==> config.mk <==
export PLATFORM = sky130hd
export DESIGN_NAME = serial_port
export DESIGN_NICKNAME = d
export VERILOG_FILES = /design/src/serial_port_pkg.sv /design/src/pin_sync.sv /design/src/serial_port.sv
export SDC_FILE = /design/constraint.sdc
export NUM_CORES = 1
export LEC_CHECK = 0
export BUFFER_PORTS_ARGS = -buffer_cell sky130_fd_sc_hd__buf_2
export CELL_PAD_IN_SITES_DETAIL_PLACEMENT = 1
export CELL_PAD_IN_SITES_GLOBAL_PLACEMENT = 2
export CORE_ASPECT_RATIO = 2
export CORE_MARGIN = 2
export CORE_UTILIZATION = 36
export CTS_CLUSTER_SIZE = 20
export DETAILED_ROUTE_END_ITERATION = 10
export PLACE_DENSITY = 0.9
export SLEW_MARGIN = 20
export SYNTH_ARGS = -nofsm -noshare
export SYNTH_HDL_FRONTEND = slang
export SYNTH_SLANG_ARGS = --single-unit
export TNS_END_PERCENT = 50
==> constraint.sdc <==
create_clock -name core_clk -period 7.5 [get_ports core_clk]
set_input_delay 0.375 -clock core_clk [delete_from_list [all_inputs] [get_ports core_clk]]
set_output_delay 0.375 -clock core_clk [all_outputs]
set_load 0.01 [all_outputs]
==> src/serial_port_pkg.sv <==
// Purpose: shared types and constants for the multi-mode serial port
// Assumes: one system clock; every link pin is sampled by that clock
// Notes: spi and i2c timing counts are in half bit-clock steps; uart counts are whole bit-clock ticks

package serial_port_pkg;

   // operating modes of the port
   typedef enum logic [2:0]
   {
      MODE_SPI_M3 = 3'h0,
      MODE_SPI_M4 = 3'h1,
      MODE_SPI_S = 3'h2,
      MODE_I2C_M = 3'h3,
      MODE_UART = 3'h4
   } port_mode_t;

   // bit clock sources
   localparam logic [1:0] SRC_AUX = 2'h0;
   localparam logic [1:0] SRC_SUB = 2'h1;
   localparam logic [1:0] SRC_EXT = 2'h2;

   // slot positions in the pin synchroniser vector
   localparam int SYNC_W = 8;
   localparam int SY_AUX = 0;
   localparam int SY_SUB = 1;
   localparam int SY_EXT = 2;
   localparam int SY_SCK = 3;
   localparam int SY_SDI = 4;
   localparam int SY_STE = 5;
   localparam int SY_SCL = 6;
   localparam int SY_SDA = 7;

   // step counts
   localparam logic [4:0] SPI_LAST_HALF = 5'h0F;
   localparam logic [4:0] I2C_ACK_HALF = 5'h10;
   localparam logic [4:0] I2C_LAST_HALF = 5'h11;
   localparam logic [4:0] UART_STOP_BIT = 5'h09;
   localparam logic [4:0] UART_END_BIT = 5'h0A;
   localparam logic [4:0] STEP_ZERO = 5'h00;
   localparam logic [4:0] STEP_ONE = 5'h01;

   // enable pin is active low
   localparam logic STE_ACTIVE = 1'b0;

   typedef struct packed
   {
      port_mode_t mode;
      logic clock_polarity_sel;
      logic clock_phase_sel;
      logic enable_pin_role_sel;
      logic [1:0] clk_src;
   } port_cfg_t;

   typedef struct packed
   {
      logic tx_ready_flag;
      logic rx_full_flag;
      logic port_busy_flag;
      logic tx_complete_flag;
      logic clk_line_low_flag;
      logic rx_written_flag;
   } port_flags_t;

   typedef enum logic [5:0]
   {
      ST_IDLE = 6'h01,
      ST_SPI = 6'h02,
      ST_I2C_START = 6'h04,
      ST_I2C_BIT = 6'h08,
      ST_I2C_STOP = 6'h10,
      ST_UART = 6'h20
   } port_state_t;

   typedef struct packed
   {
      port_state_t fsm;
      logic [4:0] h;
      logic [7:0] txsh;
      logic [7:0] rxsh;
      logic [7:0] txbuf;
      logic [7:0] receive_buffer;
      logic txfull;
      logic tx_ready;
      logic rx_full;
      logic tx_cplt;
      logic rx_written;
      logic byte_stored;
      logic stop_pend;
      logic phase;
      logic sdo;
      logic scl_oe;
      logic sda_oe;
      logic txd;
      logic sel_clk_prev;
      logic sck_prev;
      logic scl_prev;
   } port_st_t;

   localparam port_st_t ST_RESET = '{fsm: ST_IDLE, tx_ready: 1'b1, txd: 1'b1, scl_prev: 1'b1,
      default: '0};

   typedef struct packed
   {
      logic [SYNC_W-1:0] meta;
      logic [SYNC_W-1:0] stable;
   } sync_st_t;

endpackage

==> src/pin_sync.sv <==
// Purpose: two-stage synchroniser for every asynchronous link pin
// Assumes: pins change slower than core_clk
// Notes: the first stage feeds only the second stage

`timescale 1ns/1ps
`default_nettype none

module pin_sync
(
   input wire logic core_clk,
   input wire logic srst,
   input wire logic [serial_port_pkg::SYNC_W-1:0] pins,
   output logic [serial_port_pkg::SYNC_W-1:0] pins_sync
);

   serial_port_pkg::sync_st_t q;
   serial_port_pkg::sync_st_t n;

   // shift pins through two flops
   always_comb
   begin
      n.meta = pins;
      n.stable = q.meta;
   end

   always_ff @(posedge core_clk)
   begin
      if (srst)
      begin
         q <= '0;
      end
      else
      begin
         q <= n;
      end
   end

   assign pins_sync = q.stable;

endmodule

`default_nettype wire

==> src/serial_port.sv <==
// Purpose: multi-mode serial port: spi master/slave, i2c master receive, uart transmit
// Assumes: bit clocks and link pins are asynchronous and sampled by core_clk
// Notes: one byte of transmit and receive buffering; flags are set in core_clk domain

`timescale 1ns/1ps
`default_nettype none

module serial_port
(
   input wire logic core_clk,
   input wire logic srst,
   input wire serial_port_pkg::port_cfg_t cfg,
   input wire logic soft_reset_bit,
   input wire logic [7:0] tx_data,
   input wire logic tx_write,
   input wire logic rx_read,
   input wire logic tx_cplt_clr,
   input wire logic i2c_start,
   input wire logic i2c_stop,
   output logic [7:0] rx_data,
   output serial_port_pkg::port_flags_t flags,
   output logic clk_request,
   input wire logic aux_clk,
   input wire logic sub_main_clock,
   input wire logic external_clock_input,
   input wire logic sck_in,
   output logic sck_out,
   output logic sck_oe,
   input wire logic sdi,
   output logic sdo,
   output logic sdo_oe,
   input wire logic slave_tx_enable_pin_in,
   output logic slave_tx_enable_pin_out,
   output logic slave_tx_enable_pin_oe,
   input wire logic scl_in,
   output logic scl_out,
   output logic scl_oe,
   input wire logic sda_in,
   output logic sda_out,
   output logic sda_oe,
   output logic uart_txd
);

   serial_port_pkg::port_st_t q;
   serial_port_pkg::port_st_t n;
   logic [serial_port_pkg::SYNC_W-1:0] s;
   logic [1:0] src;
   logic sel_clk;
   logic tick;
   logic sck_edge;
   logic scl_fall;
   logic ste_act;
   logic is_master;
   logic guard;
   logic spi_edge;
   logic leading;
   logic stop_now;

   // every link pin and bit clock passes two flops first
   pin_sync u_sync
   (
      .core_clk(core_clk),
      .srst(srst),
      .pins({sda_in, scl_in, slave_tx_enable_pin_in, sdi, sck_in, external_clock_input,
         sub_main_clock, aux_clk}),
      .pins_sync(s)
   );

   // bit clock selection; external input is not allowed as i2c master source
   always_comb
   begin
      src = cfg.clk_src;
      if (cfg.mode == serial_port_pkg::MODE_I2C_M && src == serial_port_pkg::SRC_EXT)
      begin
         src = serial_port_pkg::SRC_AUX;
      end
      case (src)
         serial_port_pkg::SRC_SUB: sel_clk = s[serial_port_pkg::SY_SUB];
         serial_port_pkg::SRC_EXT: sel_clk = s[serial_port_pkg::SY_EXT];
         default: sel_clk = s[serial_port_pkg::SY_AUX];
      endcase
   end

   // edge finding on synchronised levels only
   assign tick = sel_clk & ~q.sel_clk_prev;
   assign sck_edge = s[serial_port_pkg::SY_SCK] ^ q.sck_prev;
   assign scl_fall = q.scl_prev & ~s[serial_port_pkg::SY_SCL];
   assign ste_act = s[serial_port_pkg::SY_STE] == serial_port_pkg::STE_ACTIVE;
   assign is_master = cfg.mode == serial_port_pkg::MODE_SPI_M3 ||
      cfg.mode == serial_port_pkg::MODE_SPI_M4;
   assign guard = cfg.mode == serial_port_pkg::MODE_SPI_M4 && !cfg.enable_pin_role_sel;
   assign spi_edge = is_master ? tick : (sck_edge && ste_act);
   assign leading = is_master ? ~q.phase :
      (s[serial_port_pkg::SY_SCK] != cfg.clock_polarity_sel);
   assign stop_now = q.stop_pend | i2c_stop;

   // next state; clears come first so a same-cycle set wins
   always_comb
   begin
      n = q;
      n.sel_clk_prev = sel_clk;
      n.sck_prev = s[serial_port_pkg::SY_SCK];
      n.scl_prev = s[serial_port_pkg::SY_SCL];
      if (rx_read)
      begin
         n.rx_full = 1'b0;
         n.rx_written = 1'b0;
      end
      if (tx_cplt_clr)
      begin
         n.tx_cplt = 1'b0;
      end
      if (cfg.mode == serial_port_pkg::MODE_I2C_M && scl_fall)
      begin
         n.rx_written = 1'b1;
      end
      case (q.fsm)
         serial_port_pkg::ST_IDLE:
         begin
            n.h = serial_port_pkg::STEP_ZERO;
            n.byte_stored = 1'b0;
            n.phase = 1'b0;
            if (cfg.mode == serial_port_pkg::MODE_I2C_M)
            begin
               if (i2c_start)
               begin
                  n.stop_pend = 1'b0;
                  n.fsm = serial_port_pkg::ST_I2C_START;
               end
            end
            // guard mode waits for the master-active level before loading
            else if (q.txfull && !(guard && !ste_act))
            begin
               n.txsh = q.txbuf;
               n.txfull = 1'b0;
               n.tx_ready = 1'b1;
               n.sdo = q.txbuf[7];
               n.fsm = (cfg.mode == serial_port_pkg::MODE_UART) ? serial_port_pkg::ST_UART :
                  serial_port_pkg::ST_SPI;
            end
         end
         serial_port_pkg::ST_SPI:
         begin
            // byte is dropped, not resumed; software must write it again
            if (guard && !ste_act)
            begin
               n.fsm = serial_port_pkg::ST_IDLE;
               n.phase = 1'b0;
            end
            else if (spi_edge)
            begin
               n.phase = ~q.phase;
               if (leading ^ cfg.clock_phase_sel)
               begin
                  n.rxsh = {q.rxsh[6:0], s[serial_port_pkg::SY_SDI]};
               end
               else if (q.h != serial_port_pkg::STEP_ZERO)
               begin
                  n.txsh = {q.txsh[6:0], 1'b0};
                  n.sdo = q.txsh[6];
               end
               n.h = q.h + serial_port_pkg::STEP_ONE;
               if (q.h == serial_port_pkg::SPI_LAST_HALF)
               begin
                  n.receive_buffer = n.rxsh;
                  n.rx_full = 1'b1;
                  n.phase = 1'b0;
                  n.fsm = serial_port_pkg::ST_IDLE;
               end
            end
         end
         serial_port_pkg::ST_UART:
         begin
            if (tick)
            begin
               n.h = q.h + serial_port_pkg::STEP_ONE;
               if (q.h == serial_port_pkg::STEP_ZERO)
               begin
                  n.txd = 1'b0;
               end
               else if (q.h < serial_port_pkg::UART_STOP_BIT)
               begin
                  n.txd = q.txsh[0];
                  n.txsh = {1'b0, q.txsh[7:1]};
               end
               else if (q.h == serial_port_pkg::UART_STOP_BIT)
               begin
                  n.txd = 1'b1;
               end
               else
               begin
                  n.tx_cplt = 1'b1;
                  n.fsm = serial_port_pkg::ST_IDLE;
               end
            end
         end
         serial_port_pkg::ST_I2C_START:
         begin
            // data low while clock high, then clock low
            if (tick)
            begin
               if (q.h == serial_port_pkg::STEP_ZERO)
               begin
                  n.sda_oe = 1'b1;
                  n.h = serial_port_pkg::STEP_ONE;
               end
               else
               begin
                  n.scl_oe = 1'b1;
                  n.sda_oe = 1'b0;
                  n.h = serial_port_pkg::STEP_ZERO;
                  n.fsm = serial_port_pkg::ST_I2C_BIT;
               end
            end
         end
         serial_port_pkg::ST_I2C_BIT:
         begin
            if (i2c_stop)
            begin
               n.stop_pend = 1'b1;
            end
            // an unread buffer keeps the clock low until software reads it
            if (q.h == serial_port_pkg::I2C_ACK_HALF && !q.byte_stored)
            begin
               if (!q.rx_full)
               begin
                  n.receive_buffer = q.rxsh;
                  n.rx_full = 1'b1;
                  n.byte_stored = 1'b1;
                  n.sda_oe = ~stop_now;
               end
            end
            else if (tick)
            begin
               n.h = q.h + serial_port_pkg::STEP_ONE;
               if (!q.h[0])
               begin
                  n.scl_oe = 1'b0;
               end
               else
               begin
                  n.scl_oe = 1'b1;
                  if (q.h < serial_port_pkg::I2C_ACK_HALF)
                  begin
                     n.rxsh = {q.rxsh[6:0], s[serial_port_pkg::SY_SDA]};
                  end
                  if (q.h == serial_port_pkg::I2C_LAST_HALF)
                  begin
                     n.h = serial_port_pkg::STEP_ZERO;
                     n.byte_stored = 1'b0;
                     n.sda_oe = stop_now;
                     if (stop_now)
                     begin
                        n.fsm = serial_port_pkg::ST_I2C_STOP;
                     end
                  end
               end
            end
         end
         serial_port_pkg::ST_I2C_STOP:
         begin
            // clock released first, then data rises
            if (tick)
            begin
               if (q.h == serial_port_pkg::STEP_ZERO)
               begin
                  n.scl_oe = 1'b0;
                  n.h = serial_port_pkg::STEP_ONE;
               end
               else
               begin
                  n.sda_oe = 1'b0;
                  n.fsm = serial_port_pkg::ST_IDLE;
               end
            end
         end
         default:
         begin
            n = serial_port_pkg::ST_RESET;
         end
      endcase
      // a write while loading keeps the new byte for the next transfer
      if (tx_write)
      begin
         n.txbuf = tx_data;
         n.txfull = 1'b1;
         n.tx_ready = 1'b0;
      end
      if (soft_reset_bit)
      begin
         n = serial_port_pkg::ST_RESET;
      end
   end

   always_ff @(posedge core_clk)
   begin
      if (srst)
      begin
         q <= serial_port_pkg::ST_RESET;
      end
      else
      begin
         q <= n;
      end
   end

   // status and data from flops
   assign rx_data = q.receive_buffer;
   assign flags.tx_ready_flag = q.tx_ready;
   assign flags.rx_full_flag = q.rx_full;
   assign flags.port_busy_flag = q.fsm != serial_port_pkg::ST_IDLE || q.txfull;
   assign flags.tx_complete_flag = q.tx_cplt;
   assign flags.clk_line_low_flag = cfg.mode == serial_port_pkg::MODE_I2C_M &&
      !s[serial_port_pkg::SY_SCL];
   assign flags.rx_written_flag = q.rx_written;
   assign clk_request = flags.port_busy_flag;

   // pin drive; clock pin rests at the polarity level
   assign sck_out = q.phase ^ cfg.clock_polarity_sel;
   assign sck_oe = is_master;
   assign sdo = q.sdo;
   assign sdo_oe = is_master || (cfg.mode == serial_port_pkg::MODE_SPI_S && ste_act);
   assign slave_tx_enable_pin_out = (q.fsm == serial_port_pkg::ST_SPI) ?
      serial_port_pkg::STE_ACTIVE : ~serial_port_pkg::STE_ACTIVE;
   assign slave_tx_enable_pin_oe = cfg.mode == serial_port_pkg::MODE_SPI_M4 &&
      cfg.enable_pin_role_sel;
   assign scl_out = 1'b0;
   assign scl_oe = q.scl_oe;
   assign sda_out = 1'b0;
   assign sda_oe = q.sda_oe;
   assign uart_txd = q.txd;

endmodule

`default_nettype wire

---- Word level (Yosys, flattened, before mapping) ----
Index checks and enable logic that the tools add are counted.
storage, ports and cells
  register bits ........................... 74
  bits of input ports ..................... 32
  output and inout bits ................... 26
  logic and storage cells ................. 254
cells by class
  add/sub/neg operators ................... 1
  magnitude comparators ................... 2
  eq/ne operators ......................... 60
  multiplexer cells ....................... 106
  bitwise operators ....................... 18
  reductions and logical operators ........ 44
operators with widths
  operator                                                                number
  8-bit 2-to-1 mux                                                        18
  6-bit 2-to-1 mux                                                        12
  11-bit 2-to-1 mux                                                       6
  11-bit one-hot mux with 6 select lines                                  1
  2-bit inequality test (second input constant)                           28
  8-bit one-hot mux with 3 select lines                                   2
  1-bit 2-to-1 mux                                                        46
  8-bit one-hot mux with 4 select lines                                   1
  3-bit inequality test (second input constant)                           10
  27-bit 2-to-1 mux                                                       1
  21-bit 2-to-1 mux                                                       1
  7-bit AND reduction                                                     3
  19-bit 2-to-1 mux                                                       1
  17-bit AND reduction                                                    1
  2-bit 2-to-1 mux                                                        8
  8-bit AND reduction                                                     2
  1-bit NOT                                                               12
  2-bit one-hot mux with 3 select lines                                   2
  4-bit OR reduction                                                      3
  5-bit by 4-bit equality test with 1-bit output (second input constant)  2
  5-bit equality test (second input constant)                             2
  1-bit logical AND                                                       10
  10-bit AND reduction                                                    1
  5-bit OR reduction                                                      2
  40 further kinds                                                        56

---- Longest topological paths before layout ----
  depth in word-level cells ............... 10
  gate-level depth with buffers ........... 10

---- By module ----
Synthesis repeated with hierarchy kept, for this count alone.
unflattened totals
  cell total of the unflattened synthesis .. 449
  area, all modules ....................... 4,052.6 sq um
modules (own cells, without submodules)
  module       instances  cells an instance  area each (sq um)  seq. area each (sq um)
  serial_port  1          416                3,588.4            1,161.1
  pin_sync     1          33                 464.2              320.3

---- Least setup slack after synthesis ----
Ideal clock, no wire load.
  path type ............................... input to register
  start ................................... input cfg[7] (netlist bit)
  end ..................................... register q[39] (netlist bit)
  library setup time ...................... 116 ps
  data arrival time ....................... 2,443 ps
  data required time ...................... 7,384 ps
  path slack .............................. 4,941 ps
  cell stages on the path ................. 9
  path buffers ............................ 3
  cell sequence ........................... clkbuf_1 -> nand3b_4 -> a211oi_2 -> a31oi_1 -> or4_1 -> buf_2 -> or2_0 -> buf_2 -> a31o_2
on the way
  word-level cells in the longest chain between the ends .. 9
RTL lines
  item                                                                                          RTL line                               text
  start, declared                                                                               serial_port.sv:12                      input wire serial_port_pkg::port_cfg_t cfg,
  3-bit by 2-bit equality test with 1-bit output                                                serial_port.sv:73, serial_port.sv:123
  1-bit logical AND                                                                             serial_port.sv:73                      if (cfg.mode == serial_port_pkg::MODE_I2C_M && src == serial_port_pkg::SRC_EXT)
  2-bit 2-to-1 mux                                                                              serial_port.sv:73
  2-bit equality test / 2-bit by 1-bit equality test with 1-bit output (equally long branches)  serial_port.sv:77                      case (src)
  1-bit one-hot mux with 2 select lines                                                         serial_port.sv:77
  1-bit AND                                                                                     serial_port.sv:85                      assign tick = sel_clk & ~q.sel_clk_prev;
  1-bit 2-to-1 mux                                                                              serial_port.sv:92                      assign spi_edge = is_master ? tick : (sck_edge && ste_act);
  2-bit inequality test (no source line)                                                        n/a
  10-bit AND reduction (no source line) (*)                                                     n/a
  end signal, assigned                                                                          serial_port.sv:299                     q <= serial_port_pkg::ST_RESET;
  end signal, assigned                                                                          serial_port.sv:303                     q <= n;
  end, declared                                                                                 serial_port.sv:44                      serial_port_pkg::port_st_t q;
Mark *: on every way between the ends. The rest lies on a longest branch, timed or not.
A chain may end at the register's enable or synchronous reset.

---- Worst setup path after layout ----
  start ................................... register q[56] (netlist bit)
  end ..................................... register q[53] (netlist bit)
on the way
  word-level cells in the longest chain between the ends .. 3
RTL lines
  item                                                                                    RTL line            text
  6-bit by 1-bit equality test with 1-bit output, or another cell as far along            serial_port.sv:117  case (q.fsm)
  3-bit inequality test (no source line) / 2-bit inequality test (equally long branches)  n/a
  17-bit AND reduction (no source line)                                                   n/a
Several ways; a longest one is shown, not always the timed one.

==> impl_metrics.py <==
metrics = {
    "global_route": {
        "grt_pass1_wl_um": 21600,
        "grt_use_met2": 0.430,
        "grt_max_degree": 38,
        "use_met1": 0.217,
        "grt_use_met3": 0.0354,
        "first_global_vias": 4246,
        "antenna_found_initial": 0,
        "grt-ovfl-total": 0,
        "track_usage": 0.229,
        "grt.busiest_layer": "met2",
    },
    "place": {
        "port-buffer-count": 55,
        "dp_hpwl_um": 10200,
        "place_congestion": 0.982,
        "placed_area_um2": 4320,
    },
    "flow_run": {
        "drv_cap": 0,
    },
    "critical_path": {
        "cp-start-kind": "flip-flop",
        "cp-end-kind": "flip-flop",
        "crit_top_cell": "nor3_1",
        "worstPathRequired_ns": 7.76,
        "cpMaxStageDelayCell": "dfxtp_1",
        "cp.arrival_ns": 3.28,
        "crit_chain": "nor3_1 > nand2_1 > nor3_1 > buf_4 > inv_1 > o32ai_1 > or4_4 > or4_1 > a21oi_1",
        "worst_path_largest_cell_delay_ns": 0.57,
        "cp_max_fo": 13,
        "critical_path_class": "flip-flop to flip-flop",
    },
    "drt": {
        "wire_per_inst_um": 19.7,
        "post-route-drc-count": 0,
        "ant_nets": 0,
        "dr.pass1.iters": 4,
        "drtIter0Drc": 235,
        "avgViaCountPerCell": 5.87,
        "vias": 4007,
        "routed_wl_um": 13400,
    },
    "floorplanning": {
        "dieArea_um2": 12300,
        "coreArea_um2": 11200,
        "dieHeight_um": 155,
        "rows": 55,
        "io_pins": 58,
        "initial_utilization": 0.367,
        "dieWidth_um": 79.6,
    },
    "logic_synthesis": {
        "ys_ff_latch": 74,
        "yosysTopAreaCell": "dfxtp_1",
        "synth-async-reset-ratio": 0,
        "synthMuxAreaShare": 0.00730,
        "netlist_top_cells_area": "dfxtp_1, a21oi_1, o21ai_0",
        "yosysWarnings": 0,
        "postSynthAreaPerCell_um2": 8.05,
        "synth_compound_area_frac": 0.272,
        "syn-cell-area_um2": 4110,
        "synth_edf_count": 0,
        "synth-simple-area-share": 0.251,
        "ys.flop_type": "dfxtp_1",
        "synthAdderAreaFrac": 0.0122,
        "synth-xor-area-share": 0.0128,
        "synth_top_family_by_area": "compound AO/OA/AOI/OAI gates",
        "ys_types": 67,
        "synth_top_area_frac": 0.360,
        "synth_cells": 511,
        "ys_seq_area_frac": 0.360,
    },
    "cells_and_area": {
        "finalInstanceArea_um2": 4630,
        "syn2layout_area_growth_pct": 12.6,
        "num-nets-final": 572,
        "diodes": 0,
        "fillers": 1378,
        "drive_gt1_frac": 0.203,
        "utilization": 0.413,
    },
    "timing": {
        "setup_viol": 0,
        "slew_violations": 0,
        "fmax_ghz": 0.331,
        "setup_tns_ns": 0,
        "worstMarginPinSlew_ns": 1.01,
        "rsz0062_at_grt": "no",
        "clock_skew_ns": 0.00574,
        "period_needed_ns": 3.02,
        "slew_headroom": 0.322,
        "final_hold_viol_count": 0,
        "post-route-period-util": 0.403,
    },
    "clocking": {
        "clk_latency_ns": 0.34,
        "cts_tree": "done",
        "cts-resized-gates": 0,
        "post-cts-setup-buffers": 0,
        "cts_root_buffer": "clkbuf_16",
        "clk_pin_slew_ns": 0.07,
        "cts.path.max_buffers": 2,
        "numCtsBuffers": 9,
        "clkSinkCount": 74,
        "ctsHtreeMaxLevel": 3,
        "cts_hold_buf": 0,
    },
    "pwr": {
        "ir_drop_uv": 129,
        "p_leak_nw": 1.80,
        "powerDensity_nw_per_um2": 214,
    },
    "hold_path": {
        "hp-class": "primary input to flip-flop",
    },
    "status": {
        "status": "finished, final reports clean",
    },
}
[power breakdown]
group | switching, W | internal, W
combinational | 0.0000779 | 0.0000434
clock | 0.000188 | 0.000264
sequential | 0.0000101 | 0.000406
[cells in the mapped netlist, types with 4 or more instances]
| master | n |
|---|---|
| nor2_1 | 34 |
| o31ai_1 | 5 |
| nand2_1 | 30 |
| xnor2_1 | 4 |
| or3_1 | 6 |
| or3b_2 | 8 |
| buf_4 | 15 |
| a222oi_1 | 6 |
| dfxtp_1 | 74 |
| o211ai_1 | 7 |
| a31o_2 | 7 |
| inv_1 | 13 |
| a211oi_1 | 7 |
| nor4_1 | 10 |
| nand3_1 | 21 |
| nor3b_1 | 4 |
| o21ai_0 | 41 |
| buf_2 | 5 |
| nand4_1 | 5 |
| a21oi_1 | 70 |
| ha_1 | 4 |
| nor3_1 | 18 |
| clkbuf_8 | 4 |
| nor2b_1 | 22 |
| clkbuf_1 | 20 |
[final timing paths]
path / start / to / slack [ns] / depth (start not counted)
hold reg to reg: u_sync.n[6] / u_sync.pins_sync[6] / 0.44 / 1
hold / removal: sda_in / u_sync.n[7] / 0.24 / 2
setup reg to reg: q[56] / q[53] / 4.48 / 9
setup / recovery: q[56] / q[53] / 4.48 / 9
[state kept, by name (all words and copies together), names as in the netlist]
name              cells
q                    42
rx_data               8
u_sync.n              8
u_sync.pins_sync      8
flags                 4
scl_oe                1
sda_oe                1
sdo                   1
uart_txd              1
[routing by layer]
metal | wire length, um | up-vias | part of all wire
met5 | 0 | - | 0
met4 | 811 | 0 | 0.060
met3 | 370 | 37 | 0.028
met2 | 7550 | 87 | 0.56
met1 | 4690 | 1968 | 0.35
li1 | - | 1915 | -
[cell families after synthesis]
family / count (synthesis)
xor gates and xnor gates: 6
AOI/OAI and AO/OA: 176
and+or+nand+nor: 186
DFF: 74
muxes: 3
adders and majority gates: 4
buffers and inverters: 61
other: 1
[worst max-delay path, delay by kind of cell (launching register included)]
kind	cells	cell delay (ns)
flip-flops	1	0.57
buffers and inverters	2	0.56
AO/OA/AOI/OAI	2	0.33
AND/OR/NAND/NOR	5	1.47
[cell usage in the layout, fill, tap and decap left out, types with 3 or more instances in the layout]
cell | synthesis | routed
dfxtp_1 | 74 | 74
a21oi_1 | 70 | 70
buf_2 | 5 | 55
o21ai_0 | 41 | 41
nor2_1 | 34 | 33
nand2_1 | 30 | 30
nor2b_1 | 22 | 22
nand3_1 | 21 | 21
nor3_1 | 18 | 18
inv_1 | 13 | 13
nor4_1 | 10 | 10
clkbuf_16 | 0 | 9
or3b_2 | 8 | 8
a211oi_1 | 7 | 7
o211ai_1 | 7 | 7
a31o_2 | 7 | 7
or3_1 | 6 | 6
a222oi_1 | 6 | 6
buf_4 | 15 | 6
nand4_1 | 5 | 5
o31ai_1 | 5 | 5
nor3b_1 | 4 | 4
xnor2_1 | 4 | 4
ha_1 | 4 | 4
or2_2 | 3 | 3
and3_1 | 3 | 3
nand2b_1 | 3 | 3
a211o_1 | 3 | 3
a31oi_1 | 3 | 3
a21o_2 | 3 | 3
or4_1 | 3 | 3
mux2i_1 | 3 | 3
inv_6 | 0 | 3
[layout make-up]
cell class	instances	area (um2)	share of cell area
flip-flops and latches	74	1480	0.320
repair buffers	61	320	0.0692
clock buffers	9	225	0.0486
multi-input cells	377	2290	0.495
inverters	13	48.8	0.0105
well taps	142	178	0.0384
clock inverters	7	83.8	0.0181
[through the flow]
step | setup WS [ns] | hold WS [ns] | power [W] | instances
floorplan | 4.94 | 0.414 | 0.000507 | 512
global placement | 4.58 | 0.423 | 0.000542 | 667
detailed placement | 4.50 | 0.430 | 0.000546 | 667
CTS | 4.47 | 0.236 | 0.00100 | 683
global route | 4.16 | 0.245 | 0.00103 | 683
finish | 4.48 | 0.242 | 0.000989 | 683
No activity file was read; power rests on OpenSTA's default activity.
